**src/hw/wdps_pkg.sv**
```systemverilog
package wdps_pkg;
	localparam int unsigned WDPS_CODE_W = 5;
	localparam int unsigned WDPS_FIELD_MSB = 4;
	localparam int unsigned WDPS_FIELD_LSB = 0;
	localparam int unsigned WDPS_COUNT_W = 23;
	localparam logic [4:0] WDPS_CODE_SW = 5'h1f;
	localparam logic [4:0] WDPS_CODE_SW_DEFAULT = 5'h0b;
	localparam logic [4:0] WDPS_CODE_ERASED = 5'h1f;
	localparam logic [4:0] WDPS_CODE_MAX = 5'h12;
	localparam logic [4:0] WDPS_CODE_MIN = 5'h00;
	localparam logic [4:0] WDPS_EXP_OFFSET = 5'h05;
	localparam logic [4:0] WDPS_EXP_MIN = 5'h05;
	localparam int unsigned WDPS_CLK_HZ = 250000000;
	localparam int unsigned WDPS_REF_HZ = 31000;
	localparam int unsigned WDPS_REF_DIV_CYCLES = WDPS_CLK_HZ / WDPS_REF_HZ;
	localparam int unsigned WDPS_REF_DIV_W = 14;
	typedef logic [WDPS_CODE_W-1:0] wdps_code_t;
	typedef logic [WDPS_COUNT_W-1:0] wdps_count_t;
	typedef enum logic [2:0] {
		WDPS_ST_SYNC = 3'b001,
		WDPS_ST_LOAD = 3'b010,
		WDPS_ST_RUN = 3'b100
	} wdps_state_t;
endpackage

```
**src/hw/wdps_period_select.sv**
```systemverilog
`timescale 1ns/1ns
module wdps_period_select #(
	parameter int unsigned REF_DIV_CYCLES = wdps_pkg::WDPS_REF_DIV_CYCLES
) (
	input wire logic ref_clk,
	input wire logic resetn,
	input wire logic [wdps_pkg::WDPS_FIELD_MSB:wdps_pkg::WDPS_FIELD_LSB] wdt_period_config_field,
	input wire logic sw_period_we,
	input wire wdps_pkg::wdps_code_t sw_period_wdata,
	input wire logic wdt_clear,
	output wdps_pkg::wdps_code_t wdt_live_period_setting,
	output logic period_sw_controlled,
	output logic period_ready,
	output logic [4:0] divider_exponent,
	output wdps_pkg::wdps_count_t prescale_count,
	output logic ref_tick,
	output logic period_timeout,
	output logic sw_write_refused
);
	import wdps_pkg::*;

	typedef struct packed {
		wdps_code_t cfg_meta;
		wdps_code_t cfg_sync;
		wdps_state_t state;
		wdps_code_t live;
		logic sw_mode;
		logic ready;
		logic [4:0] exp;
		wdps_count_t count;
		logic timeout;
		logic refused;
	} wdps_regs_t;

	localparam wdps_regs_t RESET_VALUE = '{
		cfg_meta: WDPS_CODE_ERASED,
		cfg_sync: WDPS_CODE_ERASED,
		state: WDPS_ST_SYNC,
		live: WDPS_CODE_SW_DEFAULT,
		sw_mode: 1'b1,
		ready: 1'b0,
		exp: WDPS_CODE_SW_DEFAULT + WDPS_EXP_OFFSET,
		count: '0,
		timeout: 1'b0,
		refused: 1'b0
	};

	wdps_regs_t r;
	wdps_regs_t next_r;
	logic tick;
	wdps_count_t last_count;
	logic write_taken;
	logic count_end;

	// one line per code; codes past the top ratio fall back to the shortest
	function automatic logic [4:0] code_to_exp(input wdps_code_t code);
		logic [4:0] e;
		e = WDPS_EXP_MIN;
		unique case (code)
			5'h00: e = 5'h00 + WDPS_EXP_OFFSET;
			5'h01: e = 5'h01 + WDPS_EXP_OFFSET;
			5'h02: e = 5'h02 + WDPS_EXP_OFFSET;
			5'h03: e = 5'h03 + WDPS_EXP_OFFSET;
			5'h04: e = 5'h04 + WDPS_EXP_OFFSET;
			5'h05: e = 5'h05 + WDPS_EXP_OFFSET;
			5'h06: e = 5'h06 + WDPS_EXP_OFFSET;
			5'h07: e = 5'h07 + WDPS_EXP_OFFSET;
			5'h08: e = 5'h08 + WDPS_EXP_OFFSET;
			5'h09: e = 5'h09 + WDPS_EXP_OFFSET;
			5'h0a: e = 5'h0a + WDPS_EXP_OFFSET;
			5'h0b: e = 5'h0b + WDPS_EXP_OFFSET;
			5'h0c: e = 5'h0c + WDPS_EXP_OFFSET;
			5'h0d: e = 5'h0d + WDPS_EXP_OFFSET;
			5'h0e: e = 5'h0e + WDPS_EXP_OFFSET;
			5'h0f: e = 5'h0f + WDPS_EXP_OFFSET;
			5'h10: e = 5'h10 + WDPS_EXP_OFFSET;
			5'h11: e = 5'h11 + WDPS_EXP_OFFSET;
			5'h12: e = 5'h12 + WDPS_EXP_OFFSET;
			5'h13: e = WDPS_EXP_MIN;
			5'h14: e = WDPS_EXP_MIN;
			5'h15: e = WDPS_EXP_MIN;
			5'h16: e = WDPS_EXP_MIN;
			5'h17: e = WDPS_EXP_MIN;
			5'h18: e = WDPS_EXP_MIN;
			5'h19: e = WDPS_EXP_MIN;
			5'h1a: e = WDPS_EXP_MIN;
			5'h1b: e = WDPS_EXP_MIN;
			5'h1c: e = WDPS_EXP_MIN;
			5'h1d: e = WDPS_EXP_MIN;
			5'h1e: e = WDPS_EXP_MIN;
			WDPS_CODE_SW: e = WDPS_EXP_MIN;
		endcase
		return e;
	endfunction

	// software keeps control of the period only for the erased code
	function automatic logic code_sw_control(input wdps_code_t code);
		logic sw;
		sw = 1'b0;
		unique case (code)
			5'h00: sw = 1'b0;
			5'h01: sw = 1'b0;
			5'h02: sw = 1'b0;
			5'h03: sw = 1'b0;
			5'h04: sw = 1'b0;
			5'h05: sw = 1'b0;
			5'h06: sw = 1'b0;
			5'h07: sw = 1'b0;
			5'h08: sw = 1'b0;
			5'h09: sw = 1'b0;
			5'h0a: sw = 1'b0;
			5'h0b: sw = 1'b0;
			5'h0c: sw = 1'b0;
			5'h0d: sw = 1'b0;
			5'h0e: sw = 1'b0;
			5'h0f: sw = 1'b0;
			5'h10: sw = 1'b0;
			5'h11: sw = 1'b0;
			5'h12: sw = 1'b0;
			5'h13: sw = 1'b0;
			5'h14: sw = 1'b0;
			5'h15: sw = 1'b0;
			5'h16: sw = 1'b0;
			5'h17: sw = 1'b0;
			5'h18: sw = 1'b0;
			5'h19: sw = 1'b0;
			5'h1a: sw = 1'b0;
			5'h1b: sw = 1'b0;
			5'h1c: sw = 1'b0;
			5'h1d: sw = 1'b0;
			5'h1e: sw = 1'b0;
			WDPS_CODE_SW: sw = 1'b1;
		endcase
		return sw;
	endfunction

	// ones below the exponent give the terminal count 2^e-1
	for (genvar b = 0; b < WDPS_COUNT_W; b++) begin : g_last
		assign last_count[b] = (b < r.exp);
	end

	// an accepted write restarts the period, so its tick is dropped
	assign write_taken = sw_period_we && r.sw_mode;
	assign count_end = r.count >= last_count;

	wdps_ref_tick #(
		.DIV_CYCLES(REF_DIV_CYCLES)
	) wdps_ref_tick_i (
		.ref_clk(ref_clk),
		.resetn(resetn),
		.ref_tick(tick)
	);

	always_comb begin
		next_r = r;
		next_r.cfg_meta = wdt_period_config_field;
		next_r.cfg_sync = r.cfg_meta;
		next_r.timeout = 1'b0;
		next_r.refused = 1'b0;
		unique case (r.state)
			WDPS_ST_SYNC: begin
				next_r.state = WDPS_ST_LOAD;
			end
			WDPS_ST_LOAD: begin
				// field is static after reset; two stages settle it before capture
				next_r.sw_mode = code_sw_control(r.cfg_sync);
				if (code_sw_control(r.cfg_sync)) begin
					next_r.live = WDPS_CODE_SW_DEFAULT;
				end else begin
					next_r.live = r.cfg_sync;
				end
				next_r.count = '0;
				next_r.ready = 1'b1;
				next_r.state = WDPS_ST_RUN;
			end
			WDPS_ST_RUN: begin
				if (sw_period_we) begin
					if (r.sw_mode) begin
						next_r.live = sw_period_wdata;
						next_r.count = '0;
					end else begin
						next_r.refused = 1'b1;
					end
				end
				if (wdt_clear) begin
					next_r.count = '0;
				end else if (tick && !write_taken) begin
					if (count_end) begin
						next_r.count = '0;
						next_r.timeout = 1'b1;
					end else begin
						next_r.count = r.count + 1'b1;
					end
				end
			end
			default: begin
				next_r.state = WDPS_ST_SYNC;
			end
		endcase
		next_r.exp = code_to_exp(next_r.live);
		// synchroniser keeps sampling in reset so the load sees the real field
		if (!resetn) begin
			next_r = RESET_VALUE;
			next_r.cfg_meta = wdt_period_config_field;
			next_r.cfg_sync = r.cfg_meta;
		end
	end

	always_ff @(posedge ref_clk) begin
		r <= next_r;
	end

	assign wdt_live_period_setting = r.live;
	assign period_sw_controlled = r.sw_mode;
	assign period_ready = r.ready;
	assign divider_exponent = r.exp;
	assign prescale_count = r.count;
	assign ref_tick = tick;
	assign period_timeout = r.timeout;
	assign sw_write_refused = r.refused;
endmodule

```
**src/hw/wdps_ref_tick.sv**
```systemverilog
`timescale 1ns/1ns
module wdps_ref_tick #(
	parameter int unsigned DIV_CYCLES = wdps_pkg::WDPS_REF_DIV_CYCLES
) (
	input wire logic ref_clk,
	input wire logic resetn,
	output logic ref_tick
);
	import wdps_pkg::*;
	typedef struct packed {
		logic [WDPS_REF_DIV_W-1:0] cnt;
		logic tick;
	} wdps_div_t;
	localparam logic [WDPS_REF_DIV_W-1:0] LAST = WDPS_REF_DIV_W'(DIV_CYCLES - 1);
	wdps_div_t r;
	wdps_div_t next_r;
	always_comb begin
		next_r = r;
		next_r.tick = 1'b0;
		if (r.cnt == LAST) begin
			next_r.cnt = '0;
			next_r.tick = 1'b1;
		end else begin
			next_r.cnt = r.cnt + 1'b1;
		end
	end
	always_ff @(posedge ref_clk) begin
		if (!resetn) begin
			r <= '0;
		end else begin
			r <= next_r;
		end
	end
	assign ref_tick = r.tick;
endmodule

```
**config.mk**
```make
export PLATFORM = sky130hd
export DESIGN_NAME = wdps_period_select
export DESIGN_NICKNAME = d
export VERILOG_FILES = /design/src/hw/wdps_pkg.sv /design/src/hw/wdps_period_select.sv /design/src/hw/wdps_ref_tick.sv
export SDC_FILE = /design/constraint.sdc
export NUM_CORES = 1
export LEC_CHECK = 0
export BUFFER_PORTS_ARGS = -buffer_cell sky130_fd_sc_hd__buf_4
export CAP_MARGIN = 20
export CORE_UTILIZATION = 45
export DETAILED_ROUTE_END_ITERATION = 16
export PLACE_DENSITY = 0.69
export SLEW_MARGIN = 30
export SYNTH_ARGS = -nofsm -noshare
export SYNTH_HDL_FRONTEND = slang
export SYNTH_SLANG_ARGS = --single-unit
```
**constraint.sdc**
```tcl
create_clock -name ref_clk -period 3.85 [get_ports ref_clk]
set_input_delay 0.1925 -clock ref_clk [delete_from_list [all_inputs] [get_ports ref_clk]]
set_output_delay 0.1925 -clock ref_clk [all_outputs]
set_load 0.01 [all_outputs]
```
==> flow_summary.ini, run 1 <==
[cells_and_area]
fillCellCount = 726
final_common_cell = dfxtp_1
syn2layout_area_growth_pct = 12.5
nets = 489
mostFrequentLayoutCells = 66 x dfxtp_1, 51 x buf_4, 40 x nor2_1, 34 x nand2_1, 27 x ha_1
drive_above_1_share_pct = 18.3
n_antenna_cell = 0

[power_and_ir_drop]
total_power_mw = 1.84
p_leak_nw = 1.73
ir_worst_vdd_mv = 0.203
p_per_area_nw_per_um2 = 441

[global_routing]
grt_max_degree = 46
grt_usage_pct = 19.4
grt_pass1_vias = 2892
grt_pass1_wl_mm = 13.1
grt_antenna_before_repair = 0
grt_overflow_total = 0

[floorplan]
dieArea_um2 = 8590
io_pins = 52
core-area_um2 = 7850
die_w_um = 92.7
initial_core_util_pct = 47.2
die_h_um = 92.7
core.rowCount = 32

[cts]
cts_buffer_depth = 2
clock-sinks = 66
cts_root_buffer = clkbuf_8
htree_levels = 3
cts_made_buffers = 9
clkLatencyLatePin_ns = 0.34
ctsResizeCount = 0
holdBufCountCts = 5
cts.clk_slew.worst_paths_ns = 0.08
post-cts-setup-buffer-count = 0
cts_tree = built

[critical_path]
critical_path.max_fanout = 15
worstPathRequired_ns = 4.09
crit_path_end_kind = flip-flop
crit_type = flip-flop to flip-flop
crit_arrival_ns = 3.37
critPathLaunchType = flip-flop

[route]
drc = 0
first_iter_violations = 181
wirelength_mm = 7.64
vias = 2956
via_per_inst = 5.33
wl_per_cell_um = 13.8
first_pass_iters = 4
postRouteAntennaNets = 0

[placement]
portBuffers = 51
dp_hpwl_mm = 5.75
place_congestion = 0.842

[yosys]
synth_xor_area_share_pct = 6.86
synthAdderAreaFrac_pct = 9.13
synth_edf_count = 0
synth_area_um2 = 3700
yosys.area.top_type_share_pct = 35.7
yosysWarnings = 0
synth_top_area_cell = dfxtp_1
synth_cells = 430
async_flop_share_pct = 0
synth_compound_area_share_pct = 11.4
muxShareOfSynthArea_pct = 0
ys_types = 55
synth_top_family_by_area = simple AND/OR/NAND/NOR gates
synth-main-ff-cell = dfxtp_1
synth_simple_gate_area_share_pct = 26.7
syn_avg_cell_area_um2 = 8.61
yosys-top-cells-area = dfxtp_1 36%, ha_1 9.1%, buf_4 6.7%
synth_seq_cells = 66
synth_nets = 471
ys_seq_area_share_pct = 35.7

[timing]
maxSlewViolCount = 0
final.setup.tns_ns = 0
tightest_slew_ns = 0.880
period_needed_ns = 3.14
max_freq_ghz = 0.319
fin_worst_skew_ns = 0.00993
setup_viol = 0
relSlewSlack_pct = 41.3
finalHoldViolCount = 0
rsz0062_at_grt = no
final.period_utilization_pct = 81.4

[flow_run]
maxCapViolations = 0

[run_status]
status = finished clean

[min_path]
hp-class = primary input to flip-flop
## stage by stage
step	instances	hold slack [ns]	worst slack (ns)	utilization (%)	instance area [µm²]
6_report	555	0.144	0.714	53.0	4160
5_1_grt	555	0.140	0.512	53.0	4160
4_1_cts	555	0.125	0.732	53.0	4160
3_5_place_dp	534	0.298	0.741	49.7	3900
3_3_place_gp	534	0.297	0.477	49.6	3890
2_1_floorplan	430	0.220	1.07	-	3700
## state kept, by name, summed over array words and instances, names as in the netlist, named ones only
register	flops
wdps_ref_tick_i.ref_tick	1
divider_exponent	5
period_timeout	1
r	13
period_sw_controlled	1
sw_write_refused	1
period_ready	1
prescale_count	23
wdt_live_period_setting	5
wdps_ref_tick_i.r	14
## synthesized netlist by cell type (3+ instances only)
master / count
ha_1: 27
dfxtp_1: 66
nor4_1: 3
nor3b_1: 14
nor2_1: 40
nand2_1: 34
a21oi_1: 15
xnor2_1: 19
buf_4: 33
nand3_1: 23
and3_1: 9
inv_1: 16
clkbuf_1: 14
nor3_1: 7
or3_1: 5
and2_1: 8
and4_1: 3
o211ai_1: 5
a31oi_1: 3
or2_2: 5
nand3b_1: 4
a21boi_0: 6
xor2_1: 10
nand4_1: 10
nor3b_2: 3
o21ai_0: 10
## critical path, stage by stage, from the launching register on
cell	delay (ns)
dfxtp_1	0.52
and2_1	0.24
a21oi_1	0.11
and2_1	0.18
ha_1	0.29
nand4_1	0.12
nor3_1	0.27
o2111ai_1	0.19
and4_1	0.30
a21oi_2	0.57
and3b_1	0.26
## where the power goes
group          internal [mW]  leakage [nW]  switching (mW)  total, mW
logic                  0.198          1.09           0.236      0.435
registers              0.724         0.538          0.0697      0.793
clock network          0.336         0.102           0.271      0.608
## cells by family (layout without fill, tap and decap cells)
logic type	count (synthesis)	count (layout)
simple gates	182	182
flops	66	66
buf+inv	65	88
compound gates	61	61
xor+xnor	29	29
fa+ha+maj	27	27
## worst paths after layout
check	startpoint	end	slack, ns	cells past startpoint
hold / removal	sw_period_we	sw_write_refused	0.14	2
hold reg to reg	r[48]	r[43]	0.35	0
setup / recovery	divider_exponent[2]	prescale_count[16]	0.71	10
setup reg to reg	divider_exponent[2]	prescale_count[16]	0.71	10
## routing by layer
metal  track usage (%)  up-vias  share of wire (%)  routed length (µm)
li1                  -     1518                  -                   -
met1              23.2     1366                 46                3510
met2              32.7       68                 48                3640
met3              6.16        4                5.6                 430
met4              6.54        0               0.79                  60
met5                 0        -                  0                   0
## layout make-up
| cell class | count | area, µm² | area share, % |
|---|---|---|---|
| multi-input combinational | 299 | 2010 | 48.2 |
| sequential | 66 | 1320 | 31.7 |
| timing repair buffer | 56 | 433 | 10.4 |
| clock buffer | 11 | 151 | 3.64 |
| tap | 102 | 128 | 3.07 |
| clock inverter | 5 | 62.6 | 1.50 |
| inverter | 16 | 60.1 | 1.44 |
Note: power is estimated with default switching activity, not from simulation.
==> inputs of run 2 (changes only) <==
ABC_AREA = 1   (was not set)
PLACE_DENSITY = 0.71   (was 0.69)
clock period = 2.6 ns   (was 3.85 ns; I/O delays follow)
==> run 2 against run 1 <==
Setup slack got worse by 0.49 ns. First-iteration DRC count shrank 22%. Sequential share of layout area decreased by 2.7 points. Critical path type unchanged. Sequential cell count stayed put. Non-clock buffer count grew 8.
==> flow_summary.ini, run 2 <==
[cts]
cts_made_buffers = 9
post-cts-setup-buffer-count = 0
cts.clk_slew.worst_paths_ns = 0.08
htree_levels = 3
cts_root_buffer = clkbuf_8
cts_tree = built
clkLatencyLatePin_ns = 0.35
cts_buffer_depth = 2
clock-sinks = 66

[yosys]
synth_top_area_cell = dfxtp_1
synth_most_common_cell = nand2_1
ys_types = 36
synth_cells = 587
ys_top_cells_by_count = 119 x nand2_1, 98 x nor2_1, 82 x inv_1, 66 x dfxtp_1, 37 x nand3_1
synth-main-ff-cell = dfxtp_1
yosys-top-cells-area = dfxtp_1 33%, nand2_1 11%, nor2_1 9.2%
synth_edf_count = 0
yosys.area.top_type_share_pct = 33.1
syn_avg_cell_area_um2 = 6.80
async_flop_share_pct = 0
ys_seq_area_share_pct = 33.1
synth_area_um2 = 3990
synth_nets = 628
synth_seq_cells = 66
yosysWarnings = 0

[critical_path]
critPathLaunchType = flip-flop
critical_path.max_fanout = 13
crit_arrival_ns = 2.61
critPathLaunch = divider_exponent[0]
crit_path_end_kind = flip-flop
worstPathRequired_ns = 2.83
r2r_start = divider_exponent[0]
crit_type = flip-flop to flip-flop

[timing]
fin_worst_skew_ns = 0.0105
final.period_utilization_pct = 91.5
maxSlewViolCount = 0
rsz0062_at_grt = no
tightest_slew_ns = 0.518
finalHoldViolCount = 0
period_needed_ns = 2.38
setup_viol = 0
max_freq_ghz = 0.420
final.setup.tns_ns = 0
relSlewSlack_pct = 65.4
hold_slack_ns = 0.0353

[flow_run]
maxCapViolations = 0

[global_routing]
grt_antenna_before_repair = 0
grt_max_degree = 23
grt_usage_pct = 22.9
grt_pass1_vias = 3444
grt_pass1_wl_mm = 16.0
grt_overflow_total = 0

[placement]
place_congestion = 0.923
placed_cells = 709
portBuffers = 51
dp_hpwl_mm = 7.61

[floorplan]
core.rowCount = 33
die_w_um = 96.2
io_pins = 52
core-area_um2 = 8380
initial_core_util_pct = 47.6
die_h_um = 96.2
dieArea_um2 = 9250

[cells_and_area]
mostFrequentLayoutCells = 118 x nand2_1, 97 x nor2_1, 82 x inv_1, 65 x dfxtp_1, 59 x buf_4
largest_reg_flops = 23
drive_above_1_share_pct = 13.9
utilization_pct = 54.4
instances_no_fill = 730
nets = 661
syn2layout_area_growth_pct = 14.2
final_common_cell = nand2_1
n_antenna_cell = 0

[run_status]
status = finished clean

[power_and_ir_drop]
p_per_area_nw_per_um2 = 690
ir_worst_vdd_mv = 0.458
total_power_mw = 3.14
p_leak_nw = 2.11

[route]
first_pass_iters = 5
via_per_inst = 5.08
wirelength_mm = 9.82
vias = 3705
wl_per_cell_um = 13.5
drc = 0
first_iter_violations = 142
postRouteAntennaNets = 0

[min_path]
hp-class = primary input to flip-flop
hold_start = sw_period_we
[run 2: cell types whose count changed after synthesis, sizes merged, moves of 7 or more]
cell,delta
nor3b,-17
and3,-9
nor2,+56
nor3,+8
and2,-8
nand2,+87
xnor2,-15
clkbuf,-9
o21ai,+13
nand3,+16
a21boi,-7
inv,+67
[run 2: layout make-up]
type	count	area, µm²
Tap cell	105	131
Clock inverter	5	85.1
Multi-Input combinational cell	394	2060
Clock buffer	11	141
Fill cell	825	3820
Timing Repair Buffer	64	493
Sequential cell	66	1320
Inverter	85	324
[run 2: final timing paths]
check / end / slack, ns / depth (start not counted)
max: prescale_count[18] / 0.22 / 13
max reg2reg: prescale_count[18] / 0.22 / 13
min: sw_write_refused / 0.04 / 3
min reg2reg: r[43] / 0.35 / 0
[run 2: logic make-up (layout without fill, tap and decap cells)]
group / after synthesis / in the layout / synth area share (%)
AO/OA/AOI/OAI: 59 / 59 / 8.28
XOR/XNOR: 13 / 13 / 2.85
buffers and inverters: 127 / 165 / 15.4
flip-flops: 66 / 66 / 33.1
adder cells (fa/ha/maj): 27 / 27 / 8.46
AND/OR/NAND/NOR: 295 / 295 / 31.9
[run 2: power by group]
part	switching, mW	internal, mW
Sequential	0.0861	1.08
Clock	0.420	0.572
Combinational	0.618	0.366
Total	1.12	2.02
[run 2: through the flow]
| step | setup slack [ns] | area (µm²) |
|---|---|---|
| after floorplan | 0.438 | 3990 |
| after global placement | 0.143 | 4270 |
| after detailed placement | 0.102 | 4270 |
| after CTS | 0.0762 | 4550 |
| after global routing | 0.0305 | 4560 |
| final | 0.220 | 4560 |
[run 2: layer usage]
layer | vias up | global-route usage, % | part of all wire (%)
li1 | 1910 | - | -
met2 | 112 | 37.9 | 46
met1 | 1656 | 28.1 | 44
met5 | - | 0 | 0
met4 | 0 | 8.21 | 2.8
met3 | 27 | 6.79 | 6.7
[run 2: worst max-delay path, cell delays in order, from the launching register on]
cell and delay [ns]:
dfxtp_1 0.45, inv_1 0.14, a21oi_1 0.24, a21oi_1 0.12, ha_1 0.33, nand3_1 0.09, nor2_1 0.16, nand3_1 0.09
nor2_1 0.09, nor2_1 0.05, nand4_1 0.07, nand2_1 0.12, nand2_2 0.25, nor2_1 0.08
[run 2: repair_timing]
action / 4_1_cts / 5_1_grt
hold endpoints to repair: 5 / 0
endpoints found under the setup margin: 0 / 22
resized for setup: 0 / 6
hold buffers: 5 / 0
==> inputs of run 3 (changes only) <==
CORE_UTILIZATION = 53   (was 45)
CTS_CLUSTER_SIZE = 14   (was not set)
PLACE_DENSITY = 0.81   (was 0.71)
==> run 3 against run 2 <==
Final cell count fell by 1.1%. Global-route usage rose by 3.9 points. Fmax fell by 6.4%. Die area fell by 15%.
==> flow_summary.ini, run 3 (synthesis results as in run 2) <==
[flow_run]
maxCapViolations = 0

[critical_path]
crit_type = flip-flop to flip-flop
critical_path.max_fanout = 13
rr_endpoint = prescale_count[18]
crit_chain = nand2_1, o21ai_0, nor2_1, ha_1, nand2_1, nor2_1, nand2_1, nand2_1, nand2_1, nand4_1, nand2_1, nand2_1, nor2_1
worstPathRequired_ns = 2.83
crit_arrival_ns = 2.77
ff2ff_setup_slack_ns = 0.06
cpMaxStageDelayCell = dfxtp_1
r2r_start = divider_exponent[1]
crit_path_end_kind = flip-flop
reg2regPathDepth = 13
critPathLaunch = divider_exponent[1]
crit_cells = 13
critPathLaunchType = flip-flop
max_stage_delay_ns = 0.47
crit_family = simple AND/OR/NAND/NOR gates
cp_common_cell = nand2_1
worst-path-buf-inv = 0

[floorplan]
io_pins = 52
initial_core_util_pct = 55.0
core.rowCount = 31
dieArea_um2 = 7880
core-area_um2 = 7250
die_w_um = 88.8
die_h_um = 88.8

[cts]
post-cts-setup-buffer-count = 0
cts_buffer_depth = 2
cts_tree = built
cts_made_buffers = 9
clkLatencyLatePin_ns = 0.36
cts_root_buffer = clkbuf_8
clock-sinks = 66
cts.clk_slew.worst_paths_ns = 0.08
htree_levels = 3

[cells_and_area]
drive_above_1_share_pct = 13.0
nets = 659
syn2layout_area_growth_pct = 13.8
final_common_cell = nand2_1
mostFrequentLayoutCells = 119 x nand2_1, 98 x nor2_1, 82 x inv_1, 66 x dfxtp_1, 57 x buf_4
n_antenna_cell = 0
design_area_um2 = 4540
largest_reg_flops = 23

[timing]
final.period_utilization_pct = 97.8
period_needed_ns = 2.54
hold_slack_ns = 0.0111
rsz0062_at_grt = yes
fin_worst_skew_ns = 0.0125
tightest_slew_ns = 0.542
setup_viol = 0
maxSlewViolCount = 0
relSlewSlack_pct = 63.8
max_freq_ghz = 0.393
finalHoldViolCount = 0

[route]
drc = 0
postRouteAntennaNets = 0
wirelength_met1_mm = 4.05
wl_per_cell_um = 13.7
vias = 3759
via_per_inst = 5.21
top_layer = met4
wirelength_mm = 9.87
first_pass_iters = 5
first_iter_violations = 281
met3_length_um = 812
met2WireLength_mm = 4.55

[min_path]
hold_start = sw_period_we
hold_end = sw_write_refused
worstHoldPathCells = 3
hp-class = primary input to flip-flop

[global_routing]
grt_overflow_total = 0
grt_pass1_vias = 3442
grt_antenna_before_repair = 0
grt_usage_pct = 26.8
grt_pass1_wl_mm = 15.6
grt_max_degree = 23

[power_and_ir_drop]
total_power_mw = 3.22
p_leak_nw = 2.11
ir_worst_vdd_mv = 0.408
p_per_area_nw_per_um2 = 709

[placement]
place_congestion = 1.00
dp_hpwl_mm = 7.50
portBuffers = 51
postPlaceCellArea_um2 = 4250

[run_status]
status = finished clean
==> run 3: cell count changes in the layout (fill, tap and decap cells not counted), sizes merged <==
cell and delta:
clkinvlp -1, buf -2, inv -1, bufinv +1, clkinv +2, clkbuf -1
==> run 3: how the worst max path moves through the flow <==
stage / end / slack, ns
detailed placement: prescale_count[18] / 0.15
floorplan: prescale_count[6] / 0.44
global placement: prescale_count[18] / 0.24
CTS: prescale_count[18] / 0.11
finish: prescale_count[18] / 0.06
global route: prescale_count[12] / -0.15
==> run 3: power by group <==
part | internal, mW | total [mW] | switching, mW
Clock | 0.640 | 1.07 | 0.430
Sequential | 1.08 | 1.16 | 0.0777
Combinational | 0.359 | 0.991 | 0.632
==> run 3: metrics by stage <==
step / TNS, ns / worst slack (ns) / utilization [%] / cells
after floorplan: 0 / 0.438 / - / 587
after detailed placement: 0 / 0.152 / 58.6 / 701
after global routing: -2.51 / -0.147 / 62.6 / 722
after global placement: 0 / 0.237 / 58.6 / 701
final: 0 / 0.0572 / 62.6 / 722
after CTS: 0 / 0.109 / 62.6 / 722
==> run 3: what timing repair did <==
action,in CTS,in global routing
gates resized for setup,0,0
setup endpoints to repair,0,22
hold buffers,5,0
endpoints found under the hold margin,5,0
==> run 3: final cells by class <==
type / count / area, µm²
clock buffer: 10 / 128
clock inverter: 6 / 115
fill: 679 / 2710
inverter: 85 / 320
multi-input combinational: 394 / 2050
sequential: 66 / 1320
tap: 99 / 124
timing repair buffer: 62 / 478
==> run 3: worst register-to-register path: stages, from the launching register on <==
cell and delay (ns):
dfxtp_1 0.47, nand2_1 0.11, o21ai_0 0.23, nor2_1 0.12, ha_1 0.33, nand2_1 0.09
nor2_1 0.21, nand2_1 0.09, nand2_1 0.07, nand2_1 0.07, nand4_1 0.10, nand2_1 0.08
nand2_1 0.37, nor2_1 0.09
==> run 3: metal layers <==
layer	track usage (%)	up-vias
li1	-	1907
met1	31.4	1666
met2	44.5	139
met3	7.09	47
met4	15.1	0
met5	0	-
